$ cat src/hw/module_disable_pkg.sv
package module_disable_pkg;

  localparam int ADDR_W = 3;
  localparam int REG_W = 8;
  localparam int BUS_W = 32;
  localparam int NUM_REGS = 5;

  localparam logic [ADDR_W-1:0] CTRL0_ADDR = 3'h0;
  localparam logic [ADDR_W-1:0] CTRL1_ADDR = 3'h1;
  localparam logic [ADDR_W-1:0] CTRL2_ADDR = 3'h2;
  localparam logic [ADDR_W-1:0] CTRL3_ADDR = 3'h3;
  localparam logic [ADDR_W-1:0] CTRL4_ADDR = 3'h4;
  localparam logic [ADDR_W-1:0] STATUS_ADDR = 3'h5;

  localparam logic [REG_W-1:0] CTRL0_MASK = 8'hC7;
  localparam logic [REG_W-1:0] CTRL1_MASK = 8'h87;
  localparam logic [REG_W-1:0] CTRL2_MASK = 8'h67;
  localparam logic [REG_W-1:0] CTRL3_MASK = 8'h3F;
  localparam logic [REG_W-1:0] CTRL4_MASK = 8'hD1;
  localparam logic [REG_W-1:0] CTRL_RESET = 8'h00;

  localparam int B0_SYSTEM_CLOCK_NET = 7;
  localparam int B0_VREF = 6;
  localparam int B0_MEMCTL = 2;
  localparam int B0_REFCLK = 1;
  localparam int B0_PINCHG = 0;
  localparam int B1_NUMOSC = 7;
  localparam int B1_TMR2 = 2;
  localparam int B1_TMR1 = 1;
  localparam int B1_TMR0 = 0;
  localparam int B2_DAC = 6;
  localparam int B2_ADC = 5;
  localparam int B2_CMP2 = 2;
  localparam int B2_CMP1 = 1;
  localparam int B2_ZCD = 0;
  localparam int B3_PWM6 = 5;
  localparam int B3_PWM5 = 4;
  localparam int B3_PWM4 = 3;
  localparam int B3_PWM3 = 2;
  localparam int B3_CCP2 = 1;
  localparam int B3_CCP1 = 0;
  localparam int B4_SER2 = 7;
  localparam int B4_SER1 = 6;
  localparam int B4_SYNC = 4;
  localparam int B4_CWG = 0;

  localparam int MEM_WAKE_NS = 1000;
  localparam int CLK_PERIOD_NS = 10;
  localparam int MEM_WAKE_CYCLES = MEM_WAKE_NS / CLK_PERIOD_NS;
  localparam int WAKE_W = 7;
  localparam int RECOVER_CYCLES = 1;

  typedef struct packed {
    logic system_clock_net_net_off;
    logic volt_ref_off;
    logic memctl_off;
    logic refclk_out_off;
    logic pin_change_irq_off;
    logic num_osc_off;
    logic timer_two_off;
    logic timer_one_off;
    logic timer_zero_off;
    logic da_conv_off;
    logic ad_conv_off;
    logic comparator_two_off;
    logic comparator_one_off;
    logic zero_cross_off;
    logic modulator_six_off;
    logic modulator_five_off;
    logic modulator_four_off;
    logic modulator_three_off;
    logic capcomp_two_off;
    logic capcomp_one_off;
    logic serial_port_two_off;
    logic serial_port_one_off;
    logic sync_serial_off;
    logic waveform_gen_off;
  } disables_t;

endpackage

$ cat src/hw/module_disable_bank.sv
// Notes on behaviour
// Master bit stops system clock distribution.
// Master bit gates only system-clocked peripherals.
// Control 0 bit 6 disables voltage reference.
// Memory disable blocks access, reads zero.
// Software waits 1 us before memory.
// Control 0 bit 1 disables reference clock.
// Control 0 bit 0 disables pin-change logic.
// Control 1 bit 7 disables numeric oscillator.
// Control 1 bits 2..0 disable timers.
// Control 2 bits 6,5 disable converters.
// Control 2 bits 2..0 comparators, zero-cross.
// Control 3 bits 5..2 disable modulators.
// Control 3 bits 1,0 disable capture units.
// Control 4 bits 7,6 disable serial ports.
// Control 4 bits 4,0 sync serial, waveform.
// Unimplemented bits ignore writes, read zero.
// All disable bits reset to zero.
// Disabled module held reset, clock stopped.
// Re-enabled module waits one cycle recovery.
// Disable also disables its pin-select routing.
// Disable outputs registered, glitch-free.
//
// Chosen here: register access over Avalon-MM and the register offsets.
`timescale 1ns/1ps
`default_nettype none

module peripheral_module_disable_bank
(
  input wire logic clock_in,
  input wire logic rst_in,
  input wire logic clk_en_in,
  input wire logic [module_disable_pkg::ADDR_W-1:0] avs_address_in,
  input wire logic avs_read_in,
  input wire logic avs_write_in,
  input wire logic [3:0] avs_byteenable_in,
  input wire logic [module_disable_pkg::BUS_W-1:0] avs_writedata_in,
  output logic [module_disable_pkg::BUS_W-1:0] avs_readdata_out,
  output logic avs_waitrequest_out,
  output logic system_clock_net_gate_en_out,
  output module_disable_pkg::disables_t clk_off_out,
  output module_disable_pkg::disables_t reset_hold_out,
  output module_disable_pkg::disables_t pin_select_off_out,
  output logic mem_ready_out
);

  logic [7:0] ctrl0_q;
  logic [7:0] ctrl1_q;
  logic [7:0] ctrl2_q;
  logic [7:0] ctrl3_q;
  logic [7:0] ctrl4_q;
  logic ack_q;
  logic wr_acc;
  logic rd_acc;
  logic [7:0] wbyte;
  module_disable_pkg::disables_t dis_d;
  module_disable_pkg::disables_t dis_q;
  module_disable_pkg::disables_t hold_q;
  logic [module_disable_pkg::WAKE_W-1:0] wake_q;
  localparam int WAKE_LAST = module_disable_pkg::MEM_WAKE_CYCLES - 1;

  // One wait state per access keeps the answer registered.
  assign avs_waitrequest_out = (avs_read_in | avs_write_in) & ~ack_q;
  assign wr_acc = avs_write_in & ack_q & avs_byteenable_in[0];
  assign rd_acc = avs_read_in & ~ack_q;
  assign wbyte = avs_writedata_in[7:0];

  always_ff @(posedge clock_in or posedge rst_in)
  begin
    if (rst_in)
      ack_q <= 1'b0;
    else if (clk_en_in)
      ack_q <= (avs_read_in | avs_write_in) & ~ack_q;
  end

  always_ff @(posedge clock_in or posedge rst_in)
  begin
    if (rst_in)
    begin
      ctrl0_q <= module_disable_pkg::CTRL_RESET;
      ctrl1_q <= module_disable_pkg::CTRL_RESET;
      ctrl2_q <= module_disable_pkg::CTRL_RESET;
      ctrl3_q <= module_disable_pkg::CTRL_RESET;
      ctrl4_q <= module_disable_pkg::CTRL_RESET;
    end
    else if (clk_en_in && wr_acc)
    begin
      unique case (avs_address_in)
        module_disable_pkg::CTRL0_ADDR: ctrl0_q <= wbyte & module_disable_pkg::CTRL0_MASK;
        module_disable_pkg::CTRL1_ADDR: ctrl1_q <= wbyte & module_disable_pkg::CTRL1_MASK;
        module_disable_pkg::CTRL2_ADDR: ctrl2_q <= wbyte & module_disable_pkg::CTRL2_MASK;
        module_disable_pkg::CTRL3_ADDR: ctrl3_q <= wbyte & module_disable_pkg::CTRL3_MASK;
        module_disable_pkg::CTRL4_ADDR: ctrl4_q <= wbyte & module_disable_pkg::CTRL4_MASK;
        default:
        begin
        end
      endcase
    end
  end

  always_ff @(posedge clock_in or posedge rst_in)
  begin
    if (rst_in)
      avs_readdata_out <= '0;
    else if (clk_en_in && rd_acc)
    begin
      unique case (avs_address_in)
        module_disable_pkg::CTRL0_ADDR: avs_readdata_out <= {24'h000000, ctrl0_q};
        module_disable_pkg::CTRL1_ADDR: avs_readdata_out <= {24'h000000, ctrl1_q};
        module_disable_pkg::CTRL2_ADDR: avs_readdata_out <= {24'h000000, ctrl2_q};
        module_disable_pkg::CTRL3_ADDR: avs_readdata_out <= {24'h000000, ctrl3_q};
        module_disable_pkg::CTRL4_ADDR: avs_readdata_out <= {24'h000000, ctrl4_q};
        module_disable_pkg::STATUS_ADDR: avs_readdata_out <= {31'h00000000, mem_ready_out};
        default: avs_readdata_out <= '0;
      endcase
    end
  end

  always_comb
  begin
    dis_d.system_clock_net_net_off = ctrl0_q[module_disable_pkg::B0_SYSTEM_CLOCK_NET];
    dis_d.volt_ref_off = ctrl0_q[module_disable_pkg::B0_VREF];
    dis_d.memctl_off = ctrl0_q[module_disable_pkg::B0_MEMCTL];
    dis_d.refclk_out_off = ctrl0_q[module_disable_pkg::B0_REFCLK];
    dis_d.pin_change_irq_off = ctrl0_q[module_disable_pkg::B0_PINCHG];
    dis_d.num_osc_off = ctrl1_q[module_disable_pkg::B1_NUMOSC];
    dis_d.timer_two_off = ctrl1_q[module_disable_pkg::B1_TMR2];
    dis_d.timer_one_off = ctrl1_q[module_disable_pkg::B1_TMR1];
    dis_d.timer_zero_off = ctrl1_q[module_disable_pkg::B1_TMR0];
    dis_d.da_conv_off = ctrl2_q[module_disable_pkg::B2_DAC];
    dis_d.ad_conv_off = ctrl2_q[module_disable_pkg::B2_ADC];
    dis_d.comparator_two_off = ctrl2_q[module_disable_pkg::B2_CMP2];
    dis_d.comparator_one_off = ctrl2_q[module_disable_pkg::B2_CMP1];
    dis_d.zero_cross_off = ctrl2_q[module_disable_pkg::B2_ZCD];
    dis_d.modulator_six_off = ctrl3_q[module_disable_pkg::B3_PWM6];
    dis_d.modulator_five_off = ctrl3_q[module_disable_pkg::B3_PWM5];
    dis_d.modulator_four_off = ctrl3_q[module_disable_pkg::B3_PWM4];
    dis_d.modulator_three_off = ctrl3_q[module_disable_pkg::B3_PWM3];
    dis_d.capcomp_two_off = ctrl3_q[module_disable_pkg::B3_CCP2];
    dis_d.capcomp_one_off = ctrl3_q[module_disable_pkg::B3_CCP1];
    dis_d.serial_port_two_off = ctrl4_q[module_disable_pkg::B4_SER2];
    dis_d.serial_port_one_off = ctrl4_q[module_disable_pkg::B4_SER1];
    dis_d.sync_serial_off = ctrl4_q[module_disable_pkg::B4_SYNC];
    dis_d.waveform_gen_off = ctrl4_q[module_disable_pkg::B4_CWG];
  end

  // Registering the disables keeps gate enables free of decode glitches.
  always_ff @(posedge clock_in or posedge rst_in)
  begin
    if (rst_in)
      dis_q <= '0;
    else if (clk_en_in)
      dis_q <= dis_d;
  end

  // Reset is held one cycle past the clock release so the module wakes clean.
  always_ff @(posedge clock_in or posedge rst_in)
  begin
    if (rst_in)
      hold_q <= '0;
    else if (clk_en_in)
      hold_q <= dis_q;
  end

  always_ff @(posedge clock_in or posedge rst_in)
  begin
    if (rst_in)
      wake_q <= '0;
    else if (clk_en_in)
    begin
      if (dis_q.memctl_off)
        wake_q <= module_disable_pkg::MEM_WAKE_CYCLES[module_disable_pkg::WAKE_W-1:0];
      else if (wake_q != '0)
        wake_q <= wake_q - 1'b1;
    end
  end

  // Only the system network gate follows the master bit; other clocks run on.
  assign system_clock_net_gate_en_out = ~dis_q.system_clock_net_net_off;
  assign clk_off_out = dis_q;
  assign reset_hold_out = dis_q | hold_q;
  assign pin_select_off_out = dis_q;
  // Memory access is blocked while disabled and through the wake delay.
  assign mem_ready_out = ~dis_q.memctl_off & (wake_q == '0);

  a_disable_follows: assert property (@(posedge clock_in) disable iff (rst_in)
    clk_en_in |=> (dis_q == $past(dis_d)))
    else $error("disable outputs did not follow control bits");

  a_system_clock_net_gate: assert property (@(posedge clock_in) disable iff (rst_in)
    system_clock_net_gate_en_out != dis_q.system_clock_net_net_off)
    else $error("system clock gate disagrees with master bit");

  a_system_clock_net_bit: assert property (@(posedge clock_in) disable iff (rst_in)
    clk_en_in |=> clk_off_out.system_clock_net_net_off == $past(ctrl0_q[module_disable_pkg::B0_SYSTEM_CLOCK_NET]))
    else $error("master disable lost its bit");

  a_vref_bit: assert property (@(posedge clock_in) disable iff (rst_in)
    clk_en_in |=> clk_off_out.volt_ref_off == $past(ctrl0_q[module_disable_pkg::B0_VREF]))
    else $error("reference disable lost its bit");

  a_memctl_bit: assert property (@(posedge clock_in) disable iff (rst_in)
    clk_en_in |=> clk_off_out.memctl_off == $past(ctrl0_q[module_disable_pkg::B0_MEMCTL]))
    else $error("memory disable lost its bit");

  a_refclk_bit: assert property (@(posedge clock_in) disable iff (rst_in)
    clk_en_in |=> clk_off_out.refclk_out_off == $past(ctrl0_q[module_disable_pkg::B0_REFCLK]))
    else $error("clock output disable lost its bit");

  a_pinchg_bit: assert property (@(posedge clock_in) disable iff (rst_in)
    clk_en_in |=> clk_off_out.pin_change_irq_off == $past(ctrl0_q[module_disable_pkg::B0_PINCHG]))
    else $error("pin change disable lost its bit");

  a_numosc_bit: assert property (@(posedge clock_in) disable iff (rst_in)
    clk_en_in |=> clk_off_out.num_osc_off == $past(ctrl1_q[module_disable_pkg::B1_NUMOSC]))
    else $error("oscillator disable lost its bit");

  a_timer_two_bit: assert property (@(posedge clock_in) disable iff (rst_in)
    clk_en_in |=> clk_off_out.timer_two_off == $past(ctrl1_q[module_disable_pkg::B1_TMR2]))
    else $error("timer two disable lost its bit");

  a_timer_one_bit: assert property (@(posedge clock_in) disable iff (rst_in)
    clk_en_in |=> clk_off_out.timer_one_off == $past(ctrl1_q[module_disable_pkg::B1_TMR1]))
    else $error("timer one disable lost its bit");

  a_timer_zero_bit: assert property (@(posedge clock_in) disable iff (rst_in)
    clk_en_in |=> clk_off_out.timer_zero_off == $past(ctrl1_q[module_disable_pkg::B1_TMR0]))
    else $error("timer zero disable lost its bit");

  a_da_conv_bit: assert property (@(posedge clock_in) disable iff (rst_in)
    clk_en_in |=> clk_off_out.da_conv_off == $past(ctrl2_q[module_disable_pkg::B2_DAC]))
    else $error("output converter disable lost its bit");

  a_ad_conv_bit: assert property (@(posedge clock_in) disable iff (rst_in)
    clk_en_in |=> clk_off_out.ad_conv_off == $past(ctrl2_q[module_disable_pkg::B2_ADC]))
    else $error("input converter disable lost its bit");

  a_cmp_two_bit: assert property (@(posedge clock_in) disable iff (rst_in)
    clk_en_in |=> clk_off_out.comparator_two_off == $past(ctrl2_q[module_disable_pkg::B2_CMP2]))
    else $error("comparator two disable lost its bit");

  a_cmp_one_bit: assert property (@(posedge clock_in) disable iff (rst_in)
    clk_en_in |=> clk_off_out.comparator_one_off == $past(ctrl2_q[module_disable_pkg::B2_CMP1]))
    else $error("comparator one disable lost its bit");

  a_zero_cross_bit: assert property (@(posedge clock_in) disable iff (rst_in)
    clk_en_in |=> clk_off_out.zero_cross_off == $past(ctrl2_q[module_disable_pkg::B2_ZCD]))
    else $error("zero cross disable lost its bit");

  a_mod_six_bit: assert property (@(posedge clock_in) disable iff (rst_in)
    clk_en_in |=> clk_off_out.modulator_six_off == $past(ctrl3_q[module_disable_pkg::B3_PWM6]))
    else $error("modulator six disable lost its bit");

  a_mod_five_bit: assert property (@(posedge clock_in) disable iff (rst_in)
    clk_en_in |=> clk_off_out.modulator_five_off == $past(ctrl3_q[module_disable_pkg::B3_PWM5]))
    else $error("modulator five disable lost its bit");

  a_mod_four_bit: assert property (@(posedge clock_in) disable iff (rst_in)
    clk_en_in |=> clk_off_out.modulator_four_off == $past(ctrl3_q[module_disable_pkg::B3_PWM4]))
    else $error("modulator four disable lost its bit");

  a_mod_three_bit: assert property (@(posedge clock_in) disable iff (rst_in)
    clk_en_in |=> clk_off_out.modulator_three_off == $past(ctrl3_q[module_disable_pkg::B3_PWM3]))
    else $error("modulator three disable lost its bit");

  a_capcomp_two_bit: assert property (@(posedge clock_in) disable iff (rst_in)
    clk_en_in |=> clk_off_out.capcomp_two_off == $past(ctrl3_q[module_disable_pkg::B3_CCP2]))
    else $error("capture two disable lost its bit");

  a_capcomp_one_bit: assert property (@(posedge clock_in) disable iff (rst_in)
    clk_en_in |=> clk_off_out.capcomp_one_off == $past(ctrl3_q[module_disable_pkg::B3_CCP1]))
    else $error("capture one disable lost its bit");

  a_serial_two_bit: assert property (@(posedge clock_in) disable iff (rst_in)
    clk_en_in |=> clk_off_out.serial_port_two_off == $past(ctrl4_q[module_disable_pkg::B4_SER2]))
    else $error("serial two disable lost its bit");

  a_serial_one_bit: assert property (@(posedge clock_in) disable iff (rst_in)
    clk_en_in |=> clk_off_out.serial_port_one_off == $past(ctrl4_q[module_disable_pkg::B4_SER1]))
    else $error("serial one disable lost its bit");

  a_sync_serial_bit: assert property (@(posedge clock_in) disable iff (rst_in)
    clk_en_in |=> clk_off_out.sync_serial_off == $past(ctrl4_q[module_disable_pkg::B4_SYNC]))
    else $error("sync serial disable lost its bit");

  a_waveform_bit: assert property (@(posedge clock_in) disable iff (rst_in)
    clk_en_in |=> clk_off_out.waveform_gen_off == $past(ctrl4_q[module_disable_pkg::B4_CWG]))
    else $error("waveform disable lost its bit");

  a_unimpl_zero: assert property (@(posedge clock_in) disable iff (rst_in)
    (ctrl0_q & ~module_disable_pkg::CTRL0_MASK) == '0)
    else $error("unimplemented bits of control 0 set");

  a_unimpl_one: assert property (@(posedge clock_in) disable iff (rst_in)
    (ctrl1_q & ~module_disable_pkg::CTRL1_MASK) == '0)
    else $error("unimplemented bits of control 1 set");

  a_unimpl_two: assert property (@(posedge clock_in) disable iff (rst_in)
    (ctrl2_q & ~module_disable_pkg::CTRL2_MASK) == '0)
    else $error("unimplemented bits of control 2 set");

  a_unimpl_three: assert property (@(posedge clock_in) disable iff (rst_in)
    (ctrl3_q & ~module_disable_pkg::CTRL3_MASK) == '0)
    else $error("unimplemented bits of control 3 set");

  a_unimpl_four: assert property (@(posedge clock_in) disable iff (rst_in)
    (ctrl4_q & ~module_disable_pkg::CTRL4_MASK) == '0)
    else $error("unimplemented bits of control 4 set");

  a_write_zero: assert property (@(posedge clock_in) disable iff (rst_in)
    (clk_en_in && wr_acc && avs_address_in == module_disable_pkg::CTRL0_ADDR)
    |=> ctrl0_q == $past(wbyte & module_disable_pkg::CTRL0_MASK))
    else $error("write to control 0 did not land");

  a_write_one: assert property (@(posedge clock_in) disable iff (rst_in)
    (clk_en_in && wr_acc && avs_address_in == module_disable_pkg::CTRL1_ADDR)
    |=> ctrl1_q == $past(wbyte & module_disable_pkg::CTRL1_MASK))
    else $error("write to control 1 did not land");

  a_write_two: assert property (@(posedge clock_in) disable iff (rst_in)
    (clk_en_in && wr_acc && avs_address_in == module_disable_pkg::CTRL2_ADDR)
    |=> ctrl2_q == $past(wbyte & module_disable_pkg::CTRL2_MASK))
    else $error("write to control 2 did not land");

  a_write_three: assert property (@(posedge clock_in) disable iff (rst_in)
    (clk_en_in && wr_acc && avs_address_in == module_disable_pkg::CTRL3_ADDR)
    |=> ctrl3_q == $past(wbyte & module_disable_pkg::CTRL3_MASK))
    else $error("write to control 3 did not land");

  a_write_four: assert property (@(posedge clock_in) disable iff (rst_in)
    (clk_en_in && wr_acc && avs_address_in == module_disable_pkg::CTRL4_ADDR)
    |=> ctrl4_q == $past(wbyte & module_disable_pkg::CTRL4_MASK))
    else $error("write to control 4 did not land");

  a_read_zero: assert property (@(posedge clock_in) disable iff (rst_in)
    (clk_en_in && rd_acc && avs_address_in == module_disable_pkg::CTRL0_ADDR)
    |=> avs_readdata_out[module_disable_pkg::REG_W-1:0] == $past(ctrl0_q))
    else $error("read of control 0 wrong");

  a_read_one: assert property (@(posedge clock_in) disable iff (rst_in)
    (clk_en_in && rd_acc && avs_address_in == module_disable_pkg::CTRL1_ADDR)
    |=> avs_readdata_out[module_disable_pkg::REG_W-1:0] == $past(ctrl1_q))
    else $error("read of control 1 wrong");

  a_read_two: assert property (@(posedge clock_in) disable iff (rst_in)
    (clk_en_in && rd_acc && avs_address_in == module_disable_pkg::CTRL2_ADDR)
    |=> avs_readdata_out[module_disable_pkg::REG_W-1:0] == $past(ctrl2_q))
    else $error("read of control 2 wrong");

  a_read_three: assert property (@(posedge clock_in) disable iff (rst_in)
    (clk_en_in && rd_acc && avs_address_in == module_disable_pkg::CTRL3_ADDR)
    |=> avs_readdata_out[module_disable_pkg::REG_W-1:0] == $past(ctrl3_q))
    else $error("read of control 3 wrong");

  a_read_four: assert property (@(posedge clock_in) disable iff (rst_in)
    (clk_en_in && rd_acc && avs_address_in == module_disable_pkg::CTRL4_ADDR)
    |=> avs_readdata_out[module_disable_pkg::REG_W-1:0] == $past(ctrl4_q))
    else $error("read of control 4 wrong");

  a_read_upper: assert property (@(posedge clock_in) disable iff (rst_in)
    avs_readdata_out[module_disable_pkg::BUS_W-1:module_disable_pkg::REG_W] == '0)
    else $error("upper read data not zero");

  a_mem_blocked: assert property (@(posedge clock_in) disable iff (rst_in)
    dis_q.memctl_off |-> !mem_ready_out)
    else $error("memory ready while memory disabled");

  a_mem_wake: assert property (@(posedge clock_in) disable iff (rst_in)
    (clk_en_in && $fell(dis_q.memctl_off)) |-> !mem_ready_out[*8])
    else $error("memory ready before wake delay");

  a_mem_wake_end: assert property (@(posedge clock_in) disable iff (rst_in)
    (clk_en_in && $fell(dis_q.memctl_off)) |-> ##WAKE_LAST !mem_ready_out)
    else $error("memory wake delay too short");

  a_hold_covers: assert property (@(posedge clock_in) disable iff (rst_in)
    (clk_off_out & ~reset_hold_out) == '0)
    else $error("disabled module not held in reset");

  a_reset_linger: assert property (@(posedge clock_in) disable iff (rst_in)
    (clk_en_in && $fell(dis_q.timer_zero_off)) |-> reset_hold_out.timer_zero_off)
    else $error("reset released with clock");

  a_wait_ack: assert property (@(posedge clock_in) disable iff (rst_in)
    (avs_read_in && clk_en_in && avs_waitrequest_out) |=> !avs_waitrequest_out)
    else $error("wait state longer than one cycle");

  a_pin_select: assert property (@(posedge clock_in) disable iff (rst_in)
    pin_select_off_out == clk_off_out)
    else $error("pin select disable disagrees");

endmodule

`default_nettype wire

$ cat config.mk
export PLATFORM = sky130hd
export DESIGN_NAME = peripheral_module_disable_bank
export DESIGN_NICKNAME = d
export VERILOG_FILES = /design/src/hw/module_disable_pkg.sv /design/src/hw/module_disable_bank.sv
export SDC_FILE = /design/constraint.sdc
export NUM_CORES = 1
export LEC_CHECK = 0
export BUFFER_PORTS_ARGS = -buffer_cell sky130_fd_sc_hd__buf_2
export CORE_MARGIN = 5
export CORE_UTILIZATION = 50
export CTS_CLUSTER_SIZE = 12
export DETAILED_ROUTE_END_ITERATION = 10
export PLACE_DENSITY = 0.81
export SYNTH_ARGS = -nofsm -noshare
export SYNTH_HDL_FRONTEND = slang
export SYNTH_SLANG_ARGS = --single-unit
$ cat constraint.sdc
create_clock -name clock_in -period 3.2 [get_ports clock_in]
set_input_delay 0.16 -clock clock_in [delete_from_list [all_inputs] [get_ports clock_in]]
set_output_delay 0.16 -clock clock_in [all_outputs]
set_load 0.02 [all_outputs]
==> metrics.cfg <==
[placement]
pre_cts_ws_ns=1.13
port-buffer-count=99
dp_hpwl_um=5760
routabilityCongestion=0.825
placed_cells_incl_taps=499

[route]
met1_length_um=3440
antenna_left=0
post_drt_wl_per_cell_um=15.6
first_pass_iters=4
routed_via_density=5.11
route.vias.total=2631
met2_length_um=3900
dr_wl_met3_um=636
wl_um=8040
drtIter0Drc=92
drc=0
routed.top_layer=met4

[critical_path]
crit_path_top_delay_cell=or4b_4
critical_path_class=reg -> out
cp_max_fo=6
worst_path_largest_cell_delay_ns=0.52
startpoint_type=register
end_kind=primary output
cp_cell_sequence=inv_1 > ha_1 > or4b_4 > nor4_4 > buf_2
worstRegToRegCells=6
arrival_ns=2.11
worstPathRequired_ns=3.04

[synthesis]
synth-seq-area-share_pct=52.9
yosysUniqueCellTypes=45
synth_cells=330
synth_area_um2=4170
ys_warn_count=0
synth_seq_cells=88
synth_area_per_cell_um2=12.6
async_flop_share_pct=100
synthFlopType=dfrtp_1
synth_edf_count=0

[timing]
worst_clock_skew_ns=0.00808
timing.hold.ws_ns=0.0504
timing.fmax_mhz=441
tightestPinTransition_ns=1.05
fin_tns_setup_ns=0
finalSetupViolations=0
rsz0062_at_grt=no
maxSlewViolCount=0
post-route-min-period_ns=2.27
fin_ws_ns=0.931
timing.final.crit_share_pct=70.9
hold_viol_final=0
worst_slew_margin_rel_pct=30.2

[cts]
cts_tree=done
cts.path.max_buffers=2
clkSinkCount=88
cts_made_buffers=9
cts-root-buf=clkbuf_8
cts_resized=0
clk_pin_slew_ns=0.08
post-cts-setup-buffer-count=0
hold_buffers=0
htree_levels=3
clock_latency_ns=0.35

[finish]
nNetsFinal=450
insertedDiodeCount=0
syn2layout_area_growth_pct=12.4
fin_cells=515
drive_above_1_share_pct=53.7

[floorplanning]
fp.dieH_um=101
die_x_um=101
coreArea_um2=8180
ios=151
dieArea_um2=10300
num_rows=33
initial_core_util_pct=50.9

[global_route]
grtUsageTotal_pct=16.3
antenna_found_initial=0
grt_max_degree=89
grt_overflow=0
grt_pass1_wl_um=13200
grt_pass1_vias=2643

[pwr]
p_per_area_nw_per_um2=733
peakVddDrop_mv=0.304
power.total_w=0.00343
leakage_nw=2.51

[hold_path]
hold_path.class=in -> async

[run_status]
status=finished, final reports clean

[job]
max-cap-violations=0

[metal layers]
metal / up-vias / global-route usage (%)
met2: 87 / 26.9
met3: 8 / 4.34
met4: 0 / 4.91
met5: - / 0
li1: 1230 / -
met1: 1306 / 21.1
[cell usage after synthesis (4+ instances only)]
master     n  area share [%]
o21ai_0    6            0.72
o31ai_1    4            0.72
inv_1      6            0.54
mux2_2    71              19
clkbuf_1   6            0.54
or2_2     24             3.6
buf_4     48             8.7
dfrtp_1   88              53
nor2_1     8            0.72
nand2_1   13             1.2
a21oi_1    4            0.48
a22o_1     4            0.84
[placed cells by master (no fill, tap or decap), types with 2 or more instances in the layout]
cell	n
dfrtp_1	88
mux2_2	71
nor2b_1	3
conb_1	24
buf_2	99
o311ai_0	2
o31a_1	2
nand2_1	13
o21ai_0	6
nand2b_1	2
mux2i_1	3
a22o_1	4
or2_2	24
nor2_1	8
a21oi_1	4
mux4_2	2
o31ai_1	4
nand3_1	3
o22ai_1	3
clkbuf_8	10
clkinv_2	2
inv_1	5
[worst paths after layout]
check	start	to	slack, ns
min in group clock_in	avs_writedata_in[3]	ctrl3_q[3]	0.06
worst max-delay path	wake_q[0]	mem_ready_out	0.93
max in group asynchronous	rst_in	ctrl4_q[0]	2.47
worst max register to register	wake_q[0]	wake_q[1]	1.15
worst min register to register	hold_q[19]	hold_q[19]	0.50
worst min-delay path	rst_in	hold_q[23]	0.05
[worst max-delay path, delay by kind of cell, from the launching register on]
| family | cells | cell delay, ns |
|---|---|---|
| DFF | 1 | 0.42 |
| and+or+nand+nor | 2 | 0.85 |
| buffers and inverters | 2 | 0.32 |
| adders and majority gates | 1 | 0.18 |
[power breakdown]
part | total [W] | switching (W) | internal, W
Clock | 0.000761 | 0.000380 | 0.000381
Combinational | 0.00112 | 0.000640 | 0.000478
Sequential | 0.00155 | 0.000201 | 0.00135
[state kept, by name, summed over array words and instances, names as in the netlist]
register and cells:
ack_q 1, avs_readdata_out 8, clk_off_out 24, ctrl0_q 5
ctrl1_q 4, ctrl2_q 5, ctrl3_q 6, ctrl4_q 4
hold_q 24, wake_q 7
[through the flow]
step	area, µm²	util (%)
after floorplan	4250	-
after global placement	4480	54.8
after detailed placement	4480	54.8
after CTS	4680	57.3
after global routing	4680	57.3
final	4680	57.3
[cell type report]
type	count	area, µm²
fill	684	3490
sequential	88	2200
multi-input combinational	199	1620
timing repair buffer	100	503
clock buffer	11	141
tap	105	131
clock inverter	5	56.3
inverter	7	28.8
[cells by family (layout without fill, tap and decap cells)]
kind of cell               after synthesis  count (layout)  synth area share (%)
muxes                                   76              76                  21.0
and+or+nand+nor                         68              68                  10.3
DFF                                     88              88                  52.9
buffers and inverters                   66             123                  10.4
adders and majority gates                1               1                 0.300
AOI/OAI and AO/OA                       30              30                  5.08
other                                    1              24                0.0900
(Power assumes the default switching activity.)
